### config.mk
export PLATFORM = sky130hd
export DESIGN_NAME = rtm_trigger_ctrl
export DESIGN_NICKNAME = d
export VERILOG_FILES = /design/src/common/rtm_pkg.sv /design/src/design/rtm_trigger_ctrl.sv
export SDC_FILE = /design/constraint.sdc
export NUM_CORES = 1
export LEC_CHECK = 0
export BUFFER_PORTS_ARGS = -buffer_cell sky130_fd_sc_hd__buf_2
export CAP_MARGIN = 40
export CORE_MARGIN = 4
export CORE_UTILIZATION = 37
export CTS_CLUSTER_DIAMETER = 120
export DETAILED_ROUTE_END_ITERATION = 8
export PLACE_DENSITY = 0.58
export REMOVE_ABC_BUFFERS = 1
export SLEW_MARGIN = 5
export SYNTH_ARGS = -nofsm -noshare
export SYNTH_HDL_FRONTEND = slang
export SYNTH_SLANG_ARGS = --single-unit
### constraint.sdc
create_clock -name clk_i -period 6.1 [get_ports clk_i]
set_input_delay 1.22 -clock clk_i [delete_from_list [all_inputs] [get_ports clk_i]]
set_output_delay 1.22 -clock clk_i [all_outputs]
set_load 0.005 [all_outputs]
### src/common/rtm_pkg.sv
// Shared constants, types and helpers of the trigger-mode controller
package rtm_pkg;
  localparam int CLK_HZ = 50_000_000;
  localparam int TRIG_MIN_MS = 10;
  localparam int TRIG_MIN_CYC = (CLK_HZ / 1000) * TRIG_MIN_MS;
  localparam int TICK_MS = 10;
  localparam int TICK_CYC = (CLK_HZ / 1000) * TICK_MS;
  localparam logic [7:0] TOUT_DEF = 8'h05;
  localparam logic [7:0] TOUT_MIN = 8'h05;
  localparam logic [7:0] ISO_OK = 8'h00;
  localparam logic [7:0] ASCII_ZERO = 8'h30;
  localparam logic [1:0] ANT_TRIG_SW = 2'h1;
  localparam logic [2:0] NOTAG_LEN = 3'h6;
  localparam logic [2:0] SETUP_LEN = 3'h5;
  localparam logic [9:0] BLOCK_BYTES = 10'h004;

  typedef enum logic [2:0] {
    ST_IDLE = 3'b000,
    ST_WAIT = 3'b001,
    ST_HDR = 3'b011,
    ST_ANT = 3'b010,
    ST_FLAG = 3'b110,
    ST_DATA = 3'b111,
    ST_NOTAG = 3'b101,
    ST_TRL = 3'b100
  } rtm_state_type;

  typedef struct packed {
    logic [1:0] first_trigger_action;
    logic [1:0] second_trigger_action;
    logic [1:0] antenna_select_setting;
    logic port_select_setting;
    logic [2:0] line_rate_setting;
    logic [7:0] transmit_lead_byte;
    logic [7:0] transmit_tail_byte;
    logic [7:0] trigger_timeout_setting;
    logic [7:0] start_block;
    logic [7:0] block_count;
    logic [1:0] first_output_map;
    logic [1:0] second_output_map;
  } rtm_cfg_type;

  typedef struct packed {
    logic done;
    logic found;
    logic [7:0] flags;
  } rtm_tag_ans_type;

  function automatic logic [7:0] notag_char(input logic [2:0] idx);
    case (idx)
      3'h0: notag_char = 8'h4e;
      3'h1: notag_char = 8'h4f;
      3'h2: notag_char = 8'h20;
      3'h3: notag_char = 8'h54;
      3'h4: notag_char = 8'h41;
      default: notag_char = 8'h47;
    endcase
  endfunction : notag_char

  function automatic logic [7:0] setup_char(input logic [2:0] idx);
    case (idx)
      3'h0: setup_char = 8'h73;
      3'h1: setup_char = 8'h65;
      3'h2: setup_char = 8'h74;
      3'h3: setup_char = 8'h75;
      default: setup_char = 8'h70;
    endcase
  endfunction : setup_char
endpackage : rtm_pkg

### src/design/rtm_trigger_ctrl.sv
// Trigger-mode controller: trigger qualify, read launch, response framing
//
// Contract
// RULE1 - Trigger mode when either action is nonzero
// RULE2 - In trigger mode only triggers start reads
// RULE3 - Discard all serial input except setup string
// RULE4 - Setup string leaves trigger mode for setup
// RULE5 - Setup string only on selected port, rate
// RULE6 - Trigger-switched mode: trigger N picks antenna N
// RULE7 - Trigger must stay active at least 10ms
// RULE8 - Each trigger maps to either or both outputs
// RULE9 - Frame: lead, antenna digit, flags, data, tail
// RULE10 - Missed tag: NO TAG replaces flags and data
// RULE11 - No separators; absent fields send nothing
// RULE12 - Count 04 returns blocks 0..4 ascending
// RULE13 - Default settings return block 0 only
// RULE14 - Timeout counts 10ms units, minimum 005
// RULE15 - Lead and tail bytes sent only if nonzero
// RULE16 - Antenna digit only in dual-antenna modes
// RULE17 - Nonzero flag byte carries tag error code
// RULE18 - Synchronise, count, one event per activation
`timescale 1ns/1ps
`default_nettype none
module rtm_trigger_ctrl
  import rtm_pkg::*;
#(
  parameter int TRIG_CYC = TRIG_MIN_CYC,
  parameter int TICK_LEN = TICK_CYC
) (
  // Clock and reset
  input wire logic clk_i,
  input wire logic nrst_i,
  // Settings and mode
  input wire rtm_cfg_type cfg_i,
  input wire logic setup_exit_i,
  output logic trigger_mode_o,
  output logic setup_mode_o,
  // Trigger pins and discrete outputs
  input wire logic [1:0] trig_i,
  output logic [1:0] out_o,
  // Serial receive
  input wire logic rx_valid_i,
  input wire logic [7:0] rx_byte_i,
  input wire logic rx_port_i,
  input wire logic [2:0] rx_rate_i,
  // Tag engine
  output logic read_req_o,
  output logic [1:0] read_ant_o,
  output logic [7:0] read_start_o,
  output logic [9:0] data_idx_o,
  input wire rtm_tag_ans_type tag_i,
  input wire logic [7:0] tag_data_i,
  // Serial transmit
  output logic tx_valid_o,
  output logic [7:0] tx_byte_o,
  input wire logic tx_ready_i
);
  localparam int CW = $clog2(TRIG_CYC + 1);
  localparam int TW = $clog2(TICK_LEN + 1);
  localparam logic [CW-1:0] TRIG_LAST = CW'(TRIG_CYC - 1);
  localparam logic [TW-1:0] TICK_LAST = TW'(TICK_LEN - 1);
  logic [1:0] sync1_q, sync2_q;
  logic [CW-1:0] cnt_q [2];
  logic [1:0] armed_q, event_q, pend_q;
  logic [TW-1:0] tick_q;
  logic [7:0] tout_q;
  logic [2:0] rx_idx_q;
  logic [2:0] nt_idx_q;
  logic [7:0] flags_q;
  logic found_q, src_q;
  rtm_state_type state_q, state_d;
  // Mode decode
  wire act_w = (cfg_i.first_trigger_action != 2'h0) ||
               (cfg_i.second_trigger_action != 2'h0); // [RULE1]
  wire tmode_w = act_w && !setup_mode_o;
  wire dual_w = cfg_i.antenna_select_setting != 2'h0; // [RULE16]
  wire lead_w = cfg_i.transmit_lead_byte != 8'h00; // [RULE15]
  wire tail_w = cfg_i.transmit_tail_byte != 8'h00; // [RULE15]
  // Serial filter: wrong port or rate never advances the matcher
  wire rx_ok_w = rx_valid_i && tmode_w &&
                 (rx_port_i == cfg_i.port_select_setting) &&
                 (rx_rate_i == cfg_i.line_rate_setting); // [RULE5]
  wire rx_hit_w = rx_ok_w && (rx_byte_i == setup_char(rx_idx_q));
  wire rx_first_w = rx_ok_w && (rx_byte_i == setup_char(3'h0));
  wire setup_done_w = rx_hit_w && (rx_idx_q == SETUP_LEN - 3'h1); // [RULE4]
  // Read launch: trigger 1 wins a tie, the other stays pending
  wire idle_w = state_q == ST_IDLE;
  wire take_w = idle_w && tmode_w && (pend_q != 2'b00); // [RULE2]
  wire take_src_w = !pend_q[0];
  wire [7:0] tout_set_w = (cfg_i.trigger_timeout_setting < TOUT_MIN) ?
                          TOUT_MIN : cfg_i.trigger_timeout_setting;
  wire expire_w = (tout_q == 8'h00) && (tick_q == TICK_LAST); // [RULE14]
  wire fin_w = state_q == ST_WAIT && (tag_i.done || expire_w);
  wire fin_found_w = tag_i.done && tag_i.found;
  // Response length: (count + 1) blocks of four bytes, ascending
  wire [9:0] len_w = {cfg_i.block_count, 2'b00} + BLOCK_BYTES; // [RULE12]
  wire load_w = !tx_valid_o || tx_ready_i;
  wire emit_w = !(idle_w || state_q == ST_WAIT);
  wire data_last_w = data_idx_o == len_w - 10'h001;
  wire nt_last_w = nt_idx_q == NOTAG_LEN - 3'h1;
  // Byte for the current field; no separators anywhere
  wire [7:0] ant_char_w = ASCII_ZERO + {6'h00, read_ant_o};
  wire [7:0] byte_w =
    (state_q == ST_HDR) ? cfg_i.transmit_lead_byte :
    (state_q == ST_ANT) ? ant_char_w :
    (state_q == ST_FLAG) ? flags_q :
    (state_q == ST_DATA) ? tag_data_i :
    (state_q == ST_NOTAG) ? notag_char(nt_idx_q) :
    cfg_i.transmit_tail_byte; // [RULE11]
  // Next field after the antenna digit slot
  function automatic rtm_state_type after_ant(input logic found);
    after_ant = found ? ST_FLAG : ST_NOTAG;
  endfunction : after_ant
  always_comb begin
    state_d = state_q;
    unique case (state_q)
      ST_IDLE: if (take_w) state_d = ST_WAIT;
      ST_WAIT: begin
        if (fin_w) begin
          if (lead_w) state_d = ST_HDR;
          else if (dual_w) state_d = ST_ANT;
          else state_d = after_ant(fin_found_w);
        end
      end
      ST_HDR: if (load_w) state_d = dual_w ? ST_ANT : after_ant(found_q);
      ST_ANT: if (load_w) state_d = after_ant(found_q);
      ST_FLAG: if (load_w) state_d = ST_DATA; // [RULE9]
      ST_DATA: begin
        if (load_w && data_last_w) state_d = tail_w ? ST_TRL : ST_IDLE;
      end
      ST_NOTAG: begin
        if (load_w && nt_last_w) state_d = tail_w ? ST_TRL : ST_IDLE;
      end
      ST_TRL: if (load_w) state_d = ST_IDLE;
    endcase
  end
  // Trigger qualification
  always_ff @(posedge clk_i or negedge nrst_i) begin
    if (!nrst_i) begin
      sync1_q <= 2'b00;
      sync2_q <= 2'b00;
      armed_q <= 2'b11;
      event_q <= 2'b00;
      for (int i = 0; i < 2; i++) cnt_q[i] <= '0;
    end else begin
      sync1_q <= trig_i;
      sync2_q <= sync1_q;
      for (int i = 0; i < 2; i++) begin
        event_q[i] <= 1'b0;
        if (!sync2_q[i]) begin
          cnt_q[i] <= '0;
          armed_q[i] <= 1'b1;
        end else if (armed_q[i] && cnt_q[i] == TRIG_LAST) begin
          event_q[i] <= 1'b1; // [RULE7] [RULE18]
          armed_q[i] <= 1'b0;
        end else if (armed_q[i]) begin
          cnt_q[i] <= cnt_q[i] + CW'(1);
        end
      end
    end
  end
  // Pending triggers; a new event beats the clear in the same cycle
  always_ff @(posedge clk_i or negedge nrst_i) begin
    if (!nrst_i) pend_q <= 2'b00;
    else if (!tmode_w) pend_q <= 2'b00; // [RULE2]
    else begin
      for (int i = 0; i < 2; i++) begin
        if (event_q[i]) pend_q[i] <= 1'b1;
        else if (take_w && take_src_w == i[0]) pend_q[i] <= 1'b0;
      end
    end
  end
  // Mode flags and setup matcher
  always_ff @(posedge clk_i or negedge nrst_i) begin
    if (!nrst_i) begin
      setup_mode_o <= 1'b0;
      trigger_mode_o <= 1'b0;
      rx_idx_q <= 3'h0;
    end else begin
      trigger_mode_o <= tmode_w && !setup_done_w; // [RULE1]
      if (setup_done_w) setup_mode_o <= 1'b1; // [RULE4]
      else if (setup_exit_i) setup_mode_o <= 1'b0;
      if (setup_done_w) rx_idx_q <= 3'h0;
      else if (rx_hit_w) rx_idx_q <= rx_idx_q + 3'h1;
      else if (rx_ok_w) rx_idx_q <= rx_first_w ? 3'h1 : 3'h0; // [RULE3]
    end
  end
  // Read request, antenna choice and timeout
  always_ff @(posedge clk_i or negedge nrst_i) begin
    if (!nrst_i) begin
      read_req_o <= 1'b0;
      read_ant_o <= 2'h1;
      read_start_o <= 8'h00;
      src_q <= 1'b0;
      tick_q <= '0;
      tout_q <= TOUT_DEF;
      found_q <= 1'b0;
      flags_q <= ISO_OK;
    end else begin
      read_req_o <= take_w; // [RULE2]
      if (take_w) begin
        src_q <= take_src_w;
        read_start_o <= cfg_i.start_block; // [RULE13]
        tout_q <= tout_set_w - 8'h01;
        tick_q <= '0;
        if (cfg_i.antenna_select_setting == ANT_TRIG_SW) begin
          read_ant_o <= take_src_w ? 2'h2 : 2'h1; // [RULE6]
        end
      end else if (state_q == ST_WAIT) begin
        tick_q <= (tick_q == TICK_LAST) ? '0 : tick_q + TW'(1);
        if (tick_q == TICK_LAST && tout_q != 8'h00) begin
          tout_q <= tout_q - 8'h01; // [RULE14]
        end
      end
      if (fin_w) begin
        found_q <= fin_found_w; // [RULE10]
        flags_q <= tag_i.flags; // [RULE17]
      end
    end
  end

  // Discrete outputs: levels held from a good read to the next launch
  always_ff @(posedge clk_i or negedge nrst_i) begin
    if (!nrst_i) out_o <= 2'b00;
    else if (take_w) out_o <= 2'b00;
    else if (fin_w && fin_found_w) begin
      out_o <= src_q ? cfg_i.second_output_map :
                       cfg_i.first_output_map; // [RULE8]
    end
  end

  // Framer: output byte register refilled as the sink drains it
  always_ff @(posedge clk_i or negedge nrst_i) begin
    if (!nrst_i) begin
      state_q <= ST_IDLE;
      tx_valid_o <= 1'b0;
      tx_byte_o <= 8'h00;
      data_idx_o <= 10'h000;
      nt_idx_q <= 3'h0;
    end else begin
      state_q <= state_d;
      if (load_w && emit_w) begin
        tx_valid_o <= 1'b1;
        tx_byte_o <= byte_w; // [RULE9]
      end else if (tx_ready_i) begin
        tx_valid_o <= 1'b0;
      end
      if (take_w) begin
        data_idx_o <= 10'h000;
        nt_idx_q <= 3'h0;
      end else if (load_w && state_q == ST_DATA) begin
        data_idx_o <= data_idx_o + 10'h001; // [RULE12]
      end else if (load_w && state_q == ST_NOTAG) begin
        nt_idx_q <= nt_idx_q + 3'h1; // [RULE10]
      end
    end
  end
endmodule : rtm_trigger_ctrl
`default_nettype wire
## Word-level counts from Yosys, hierarchy flattened

Index checks and enable logic that the tools add are counted.

- $lt $le $gt $ge: 1
- $add $sub $neg: 11
- Equality and inequality tests: 42
- Reduce and logical (&&, ||, !) cells: 58
- Muxes and demuxes: 65

Operator list:

| operator | count |
|---|---|
| $mux W19 | 9 |
| $mux W8 | 9 |
| $add A19 B1 Y19 const B | 3 |
| $eq A19 B19 Y1 const B | 3 |
| $mux W3 | 18 |
| $pmux W7 S5 | 1 |
| $logic_and A1 B1 Y1 | 24 |
| $pmux W3 S8 | 1 |
| $reduce_bool A8 Y1 | 3 |
| $reduce_bool A2 Y1 | 11 |
| $eq A3 B3 Y1 const B | 7 |
| $mux W10 | 2 |
| $ne A2 B2 Y1 const B | 10 |
| $pmux W5 S4 | 1 |
| $eq A3 B2 Y1 const B | 6 |
| $mux W1 | 17 |
| $sub A8 B1 Y8 const B | 2 |
| $mux W2 | 7 |
| $add A10 B1 Y10 const B | 1 |
| $add A10 B3 Y10 const B | 1 |
| $eq A10 B10 Y1 | 1 |
| $ne A2 B1 Y1 const B | 5 |
| $reduce_and A2 Y1 | 5 |
| $sub A10 B1 Y10 const B | 1 |
| other kinds (16) | 29 |

- Register bits: 128
- Input port bits: 91
- Output and inout port bits: 34

## Depth between registers and ports, before layout

Gate-level depths: netlist (run 1).

- Depth in word-level cells: 11
- Depth in mapped cells: 13
- Depth with buffers taken out: 10

## Worst setup path before layout (run 1)

OpenSTA, ideal clock, no wires.

- Kind: input port to flip-flop
- From: input cfg_i[51] (netlist bit)
- To: register tout_q[5]
- Path buffers: 2
- Setup slack: 2.593 ns
- Stages: 10
- Library setup time: 0.126 ns
- Arrival: 3.381 ns
- Cell sequence: nor4_2 > or2_2 > or3_1 > buf_6 > inv_4 > buf_8 > mux2i_1 > nand2_2 > or4_1 > a311o_1

- Cells in the longest elaborated chain, start to end: 7
- Elaborated cells between the ends (all ways): 9

Ends and longest elaborated chain:

| what | RTL line | text |
|---|---|---|
| start, declared | rtm_trigger_ctrl.sv:34 | `input wire rtm_cfg_type cfg_i,` |
| $reduce_bool A2 Y1 * | rtm_trigger_ctrl.sv:74 | `(cfg_i.second_trigger_action != 2'h0);` |
| $logic_or A1 B1 Y1 * | rtm_trigger_ctrl.sv:73 | `wire act_w = (cfg_i.first_trigger_action != 2'h0) \|\|` |
| $logic_and A1 B1 Y1 * | rtm_trigger_ctrl.sv:75 | `wire tmode_w = act_w && !setup_mode_o;` |
| $logic_and A1 B1 Y1 * (2 in a row) | rtm_trigger_ctrl.sv:88 | `wire take_w = idle_w && tmode_w && (pend_q != 2'b00);` |
| $reduce_bool A2 Y1 (no source line) | - |  |
| $reduce_and A2 Y1 (no source line) | - |  |
| end signal, assigned | rtm_trigger_ctrl.sv:204 | `tout_q <= tout_set_w - 8'h01;` |
| end signal, assigned | rtm_trigger_ctrl.sv:212 | `tout_q <= tout_q - 8'h01;` |
| end, declared | rtm_trigger_ctrl.sv:66 | `logic [7:0] tout_q;` |

Mark *: on every way between the ends. The rest lies on a longest branch, timed or not.
A chain may end at the register's enable or synchronous reset.

## Worst setup path after layout (run 1)

- From: input cfg_i[52] (netlist bit)
- To: register tout_q[6]

- Cells in the longest elaborated chain, start to end: 7
- Elaborated cells between the ends (all ways): 9

Ends and longest elaborated chain:

| what | RTL line |
|---|---|
| $reduce_bool A2 Y1 * | rtm_trigger_ctrl.sv:73 |
| $logic_or A1 B1 Y1 * | rtm_trigger_ctrl.sv:73 |
| $logic_and A1 B1 Y1 * | rtm_trigger_ctrl.sv:75 |
| $logic_and A1 B1 Y1 * (2 in a row) | rtm_trigger_ctrl.sv:88 |
| $reduce_bool A2 Y1 (no source line) | - |
| $reduce_and A2 Y1 (no source line) | - |

Marked as above.

==> impl_results.md, run 1 <==
* Wire length of the first global-routing pass at 29,810 um
* Sum of routed wire length over all layers at 17,640 um
* Overall Global Routing Usage at 16.50%
* Worst endpoint data arrival time at 4230 ps
* Max H-tree Level at 4
* Worst setup SP type: primary input
* Count of state elements after synthesis at 128
* Cell at the slowest stage of the critical path: or4_1
* Final setup violating endpoints at 0
* Final TNS setup at 0 ps
* Global placer's final weighted congestion at 0.8446
* Number of antenna-violating nets in the routed design at 0
* Synthesis-to-finish area growth at 21.13%
* Top library cells by usage in the layout, fill and taps aside: 124 x buf_2, 123 x dfrtp_1, 94 x nand2_1, 57 x nor2_1, 39 x o21ai_0
* Portion of the post-synthesis area used by sequential elements at 44.27%
* Portion of the clock cycle consumed by the worst path in the final layout at 63.74%
* Net total in the final layout at 1,006
* Setup clock skew after layout at 7.076 ps
* Maximum vdd ir drop at 210.8 uV
* Max-cap violation count at 0
* Result of the run: completed
* Via count at 6,150
* Via-to-Cell Ratio at 5.243
* Slew at the pin with the worst max-slew slack at 850.4 ps
* Effective utilization at floorplan at 38.24%
* Largest net degree at the start of global routing at 82
* Crit Path Max Fanout at 47
* Yosys warnings at 0
* CTS clock-pin slew for the worst setup and hold paths at 60 ps
* RSZ-0062 raised after global routing: false
* Cell family contributing the most delay on the critical path: simple AND/OR/NAND/NOR gates
* Sinks on the clock net at 128
* Io pins at 125
* Net switching fraction of the power at 32.34%
* Total buffers and inverters traversed by the critical path at 3
* Worst setup EP type: register
* Area of the mapped netlist at 7249 um2
* Core Area at 18,960 um2
* Req. time, crit path at 6440 ps
* Count of port buffers added during placement at 124
* Leak pwr at 4.020 nW
* Post-DR wirelength/cell at 15.03 um
* HPWL after detailed placement at 12,450 um
* Number of search-and-repair iterations in the first detailed-routing pass at 5
* Critical path start-end classification: primary input to register
* Post-CTS Hold Buffers at 0
* Die area at 21,900 um2
* Maximum frequency from static timing analysis at 257.2 MHz
* Hold WS at 346.7 ps
* Post-route total power at 3.236 mW
* Initial DRC count at 433
* Via count of the first global-routing pass at 6,106
* Gate count after technology mapping at 780
* Final count of pins violating max slew at 0
* Post-synthesis average cell area at 9.294 um2
* Leading cell type in the layout, fill and taps excluded: buf_2
* Sequence of cells on the critical path: buf_2 > nor4_2 > or2_2 > or3_1 > buf_4 > inv_4 > mux2i_1 > ha_1 > nand4_1 > or4_1 > a31oi_1
* Core Rows at 50
* Number of clock buffers inserted by TritonCTS at 17
* Int Power at 2.190 mW
* Die height at 148.0 um
* Clock latency at the later pin of the worst-skew pair at 420 ps
* Async SR Flop Fraction at 100.0%
* Number of distinct library cells after synthesis at 68
* Number of enable-type register cells in the synthesized netlist at 0
* Remaining DRCs at 0
* Clock tree root driver cell: clkbuf_16
* Final Hold Violating Endpoints at 0
* Crit path time final at 3888 ps
* Power share of the combinational group at 26.7%
* Post-CTS sizing at 0
* Clk pwr share at 34.6%
* Power density over cell area at 368.5 nW/um2
* Worst-case headroom to the max-slew limit at 42.87%
* Top FF cell, synth: dfrtp_1
* # Post-CTS Setup Buffers at 0
* Number of buffers between clock root and the deepest sink at 2
* Antenna Diode Count at 0
* Path class of the lowest-slack min-delay path: register to register
* Layout cells sized above 1 at 21.36%
* Die span in x at 148.0 um
* CTS tree: built
* Number of antenna violations at the first check in global routing at 0
* Remaining Overflow, GRT at 0
* Net Switching at 1.046 mW
* Share of total power in sequential cells at 38.7%
* Worst stage delay on the critical path at 430 ps
==> layer usage <==
metal / GRT usage, % / share of wire [%] / vias up
li1: - / - / 3045
met3: 3.556 / 4.1 / 17
met1: 22.00 / 47 / 2960
met4: 5.450 / 1.2 / 0
met5: 0 / 0 / -
met2: 26.81 / 47 / 128
==> state kept, by name, indices dropped and copies added (netlist names), 3 cells and up <==
name / flops
cnt_q: 38
tick_q: 19
data_idx_o: 10
flags_q: 8
read_start_o: 8
tout_q: 8
tx_byte_o: 8
nt_idx_q: 3
rx_idx_q: 3
state_q: 3
==> path summary, 6_finish.rpt <==
path | slack, ps | from | endpoint | cells past startpoint
hold reg to reg | 350 | sync1_q[0]$_DFF_PN0_ | sync2_q[0]$_DFF_PN0_ | 0
setup reg to reg | 2310 | state_q[2]$_DFFE_PN0P_ | tout_q[6]$_DFFE_PN0P_ | 9
hold / removal | 350 | sync1_q[0]$_DFF_PN0_ | sync2_q[0]$_DFF_PN0_ | 0
max in group asynchronous | 4120 | nrst_i | tick_q[16]$_DFFE_PN0P_ | 2
min in group asynchronous | 850 | nrst_i | tx_byte_o[1]$_DFFE_PN0P_ | 1
setup / recovery | 2210 | cfg_i[52] | tout_q[6]$_DFFE_PN0P_ | 11
==> power by group through the flow <==
| stage | logic [mW] | registers (mW) | clock network (mW) |
|---|---|---|---|
| 2_1_floorplan | 0.558 | 1.23 | 0 |
| 3_3_place_gp | 0.853 | 1.26 | 0 |
| 3_5_place_dp | 0.866 | 1.27 | 0 |
| 4_1_cts | 0.871 | 1.25 | 1.15 |
| 5_1_grt | 0.987 | 1.29 | 1.18 |
| 6_report | 0.863 | 1.25 | 1.12 |
==> cell families after synthesis <==
logic type,after synthesis,share of synthesized area [%]
fa+ha+maj,15,2.589
flops,128,44.27
mux,31,4.919
buf+inv,52,3.089
xor+xnor,60,7.249
simple gates,351,25.39
compound gates,143,12.50
==> layout make-up <==
cell class | count | area, um2
clock buffers | 20 | 456.7
multi-input cells | 600 | 3816
fillers | 1867 | 10170
inverters | 21 | 81.33
repair buffers | 132 | 704.4
well taps | 260 | 325.3
flip-flops and latches | 128 | 3209
clock inverters | 12 | 187.7
==> cells in the mapped netlist, drive strengths merged (3+ instances only) <==
cell / count / area [um2]
nand2b: 10 / 62.56
nor4b: 6 / 52.55
a211oi: 14 / 105.1
nor2b: 15 / 93.84
o21ai: 40 / 200.2
dfrtp: 123 / 3078
or2: 3 / 18.77
and3: 15 / 93.84
nor4: 10 / 68.81
or4: 9 / 67.56
nand3: 34 / 170.2
nor3: 15 / 75.07
o311ai: 3 / 26.28
a2111oi: 4 / 36.29
nand2: 95 / 359.1
o211ai: 7 / 52.55
nor2: 58 / 220.2
buf: 7 / 52.54
o22ai: 4 / 25.02
nor3b: 4 / 30.03
dfstp: 5 / 131.4
or3: 8 / 55.05
and2: 33 / 206.5
xor2: 32 / 280.3
inv: 21 / 81.33
ha: 15 / 187.7
a31oi: 10 / 62.56
o31ai: 3 / 22.52
clkbuf: 24 / 90.09
xnor2: 28 / 245.2
mux2: 14 / 161.4
and4: 8 / 70.07
a21oi: 35 / 175.2
mux2i: 15 / 150.1
nand4: 20 / 125.1
==> per-stage QoR <==
step	cells	worst slack, ps	instance area [um2]	util (%)
2_1_floorplan	749	2127	7107	-
3_3_place_gp	1138	1830	8097	42.71
3_5_place_dp	1141	1756	8137	42.92
4_1_cts	1173	2232	8781	46.32
5_1_grt	1173	1985	8781	46.32
6_report	1173	2212	8781	46.32
==> worst reg2reg max path: cells and delay by family, from the launching register on <==
kind / cells / cell delay (ps)
simple gates: 4 / 1450
compound gates: 1 / 170
flops: 1 / 640
buf+inv: 2 / 660
fa+ha+maj: 1 / 360
mux: 1 / 430
Power figures use the tool's default switching activity.
==> run 2, diff against run 1 <==
==> constraint.sdc (replaced) <==
create_clock -name clk_i -period 3.7 [get_ports clk_i]
set_input_delay 0.74 -clock clk_i [delete_from_list [all_inputs] [get_ports clk_i]]
set_output_delay 0.74 -clock clk_i [all_outputs]
set_load 0.005 [all_outputs]
==> run 2 against run 1 <==
  * Critical path depth is 2 lower
  * Flip-flop and latch count stayed put
  * Clock skew is 1.3 ps lower
  * Register-to-register slack worse by 1600 ps
  * Critical path type unchanged
  * Critical endpoint is now tout_q[5]$_DFFE_PN0P_
  * Non-clock buffer count is 4 higher
  * Total power is 61% higher
  * Die area stayed put
  * Via count is 0.86% lower
  * Design area hardly changed
  * Sequential share of layout area hardly changed
==> impl_results.md, run 2 (synthesis gave the netlist of run 1 again) <==
* Largest reg by FF count: cnt_q
* Largest register FFs at 38 (unchanged)
* Power density over cell area at 594.5 nW/um2 (+61%)
* Post-CTS Hold Buffers at 0 (unchanged)
* Worst setup SP type: primary input
* Final setup violating endpoints at 0 (unchanged)
* Layout cells sized above 1 at 21.59% (+0.23 points)
* Post-DR wirelength/cell at 14.86 um (-1.2%)
* Worst setup EP type: register
* Via count at 6,097 (-0.86%)
* Total area of multi-input combinational cells at 3816 um2 (unchanged)
* Setup clock skew after layout at 5.776 ps (-1.300 ps)
* Synthesis-to-finish area growth at 21.25% (about the same)
* Antenna Diode Count at 0 (unchanged)
* Worst endpoint data arrival time at 3290 ps (-940 ps)
* Number of search-and-repair iterations in the first detailed-routing pass at 6 (+1)
* Crit path time final at 2991 ps
* CTS tree: built
* Core Area at 18,960 um2 (unchanged)
* Core Rows at 50 (unchanged)
* Sequence of cells on the critical path: buf_2 > nor4_2 > or2_2 > or3_1 > inv_4 > mux2i_1 > nand2_2 > or4_1 > a311o_1
* CTS clock-pin slew for the worst setup and hold paths at 60 ps (about the same)
* Crit Path Max Fanout at 20 (-57%)
* Cell at the slowest stage of the critical path: or4_1
* Number of antenna violations at the first check in global routing at 0 (unchanged)
* Remaining Overflow, GRT at 0 (unchanged)
* Maximum frequency from static timing analysis at 334.4 MHz
* Sum of routed wire length over all layers at 17,490 um (-0.83%)
* Net total in the final layout at 1,010 (+0.40%)
* Register area at 3209 um2 (unchanged)
* # Post-CTS Setup Buffers at 0 (unchanged)
* Maximum vdd ir drop at 339.4 uV (+61%)
* Cell family contributing the most delay on the critical path: simple AND/OR/NAND/NOR gates
* Via count of the first global-routing pass at 5,862 (-4.0%)
* Effective utilization at floorplan at 38.24% (unchanged)
* Global placer's final weighted congestion at 0.8221 (-2.7%)
* Post-route total power at 5.225 mW (+61%)
* Clock latency at the later pin of the worst-skew pair at 420 ps (about the same)
* Die span in x at 148.0 um (unchanged)
* Final TNS setup at 0 ps (unchanged)
* Worst-case headroom to the max-slew limit at 48.02% (+5.1 points)
* Path class of the lowest-slack min-delay path: primary input to asynchronous set/reset pin
* Remaining DRCs at 0 (unchanged)
* Portion of the clock cycle consumed by the worst path in the final layout at 80.83%
* Io pins at 125 (unchanged)
* HPWL after detailed placement at 12,500 um (+0.41%)
* Sinks on the clock net at 128 (unchanged)
* Critical Path Stages at 9 (-2)
* Top library cells by usage in the layout, fill and taps aside: 123 x dfrtp_1, 123 x buf_2, 94 x nand2_1, 57 x nor2_1, 39 x o21ai_0
* Final count of pins violating max slew at 0 (unchanged)
* Overall Global Routing Usage at 16.18% (-0.32 points)
* Final Hold Violating Endpoints at 0 (unchanged)
* Via-to-Cell Ratio at 5.180 (-1.2%)
* Post-CTS sizing at 0 (unchanged)
* Wire length of the first global-routing pass at 29,220 um (-2.0%)
* Clock tree root driver cell: clkbuf_16
* Result of the run: completed
* Die height at 148.0 um (unchanged)
* Initial DRC count at 418 (-3.5%)
* Req. time, crit path at 4000 ps (-2440 ps)
* Largest net degree at the start of global routing at 81 (-1.2%)
* Die area at 21,900 um2 (unchanged)
* Count of port buffers added during placement at 124 (unchanged)
* Number of clock buffers inserted by TritonCTS at 17 (unchanged)
* Critical path start-end classification: primary input to register
* Filler instances at 1,863 (-0.21%)
* Leak pwr at 4.021 nW (about the same)
* Number of buffers between clock root and the deepest sink at 2 (unchanged)
* Max H-tree Level at 4 (unchanged)
* RSZ-0062 raised after global routing: false
* Number of cells on the worst reg-to-reg path at 7 (-2)
* Largest regs: cnt_q: 38 flops, tick_q: 19 flops, data_idx_o: 10 flops
* Max-cap violation count at 0 (unchanged)
* Total buffers and inverters traversed by the critical path at 2 (-1)
* Slew at the pin with the worst max-slew slack at 779.7 ps (-70.68 ps)
* Number of antenna-violating nets in the routed design at 0 (unchanged)
* Final Core Density at 46.37% (about the same)
* Worst stage delay on the critical path at 490 ps (+60 ps)
run 2: area by class of cell:
cell class              instances  area share [%]
well taps                     260           3.701
clock inverters                10           1.523
inverters                      21          0.9253
repair buffers                136           8.527
multi-input cells             600           43.42
flip-flops and latches        128           36.51
clock buffers                  22           5.395
run 2: metrics by stage:
stage	std cells	setup WS, ps	area (um2)	hold WS, ps
CTS	1177	733.0	8790	347.2
detailed placement	1145	311.6	8182	334.7
finish	1177	709.1	8790	335.5
global placement	1144	332.0	8154	332.8
floorplan	749	205.0	7107	331.2
global route	1177	537.1	8790	350.2
run 2: path summary, 6_finish.rpt:
kind	slack, ps	end	startpoint
setup reg to reg	730	tout_q[5]$_DFFE_PN0P_	setup_mode_o$_DFFE_PN0P_
max in group asynchronous	2600	tout_q[2]$_DFFE_PN1P_	nrst_i
setup / recovery	710	tout_q[5]$_DFFE_PN0P_	cfg_i[51]
hold reg to reg	350	sync2_q[1]$_DFF_PN0_	sync1_q[1]$_DFF_PN0_
min in group clk_i	350	sync2_q[1]$_DFF_PN0_	sync1_q[1]$_DFF_PN0_
hold / removal	340	tx_valid_o$_DFFE_PN0P_	nrst_i
run 2: where the power goes:
group / total [mW] / switching [mW] / internal [mW]
Combinational: 1.50 / 0.824 / 0.680
Clock: 1.72 / 0.611 / 1.11
Sequential: 2.00 / 0.278 / 1.72
run 2: routing by layer:
| layer | global-route usage [%] | vias up | part of all wire (%) |
|---|---|---|---|
| met3 | 3.740 | 20 | 4.1 |
| met1 | 22.15 | 2913 | 48 |
| met5 | 0 | - | 0 |
| li1 | - | 3044 | - |
| met2 | 25.60 | 120 | 47 |
| met4 | 4.988 | 0 | 1.3 |
run 2: worst reg2reg max path, delay by kind of cell, from the launching register on:
kind	cells	cell delay (ps)
AND/OR/NAND/NOR	4	1460
multiplexers	1	430
flip-flops	1	400
AO/OA/AOI/OAI	1	360
buffers and inverters	1	220
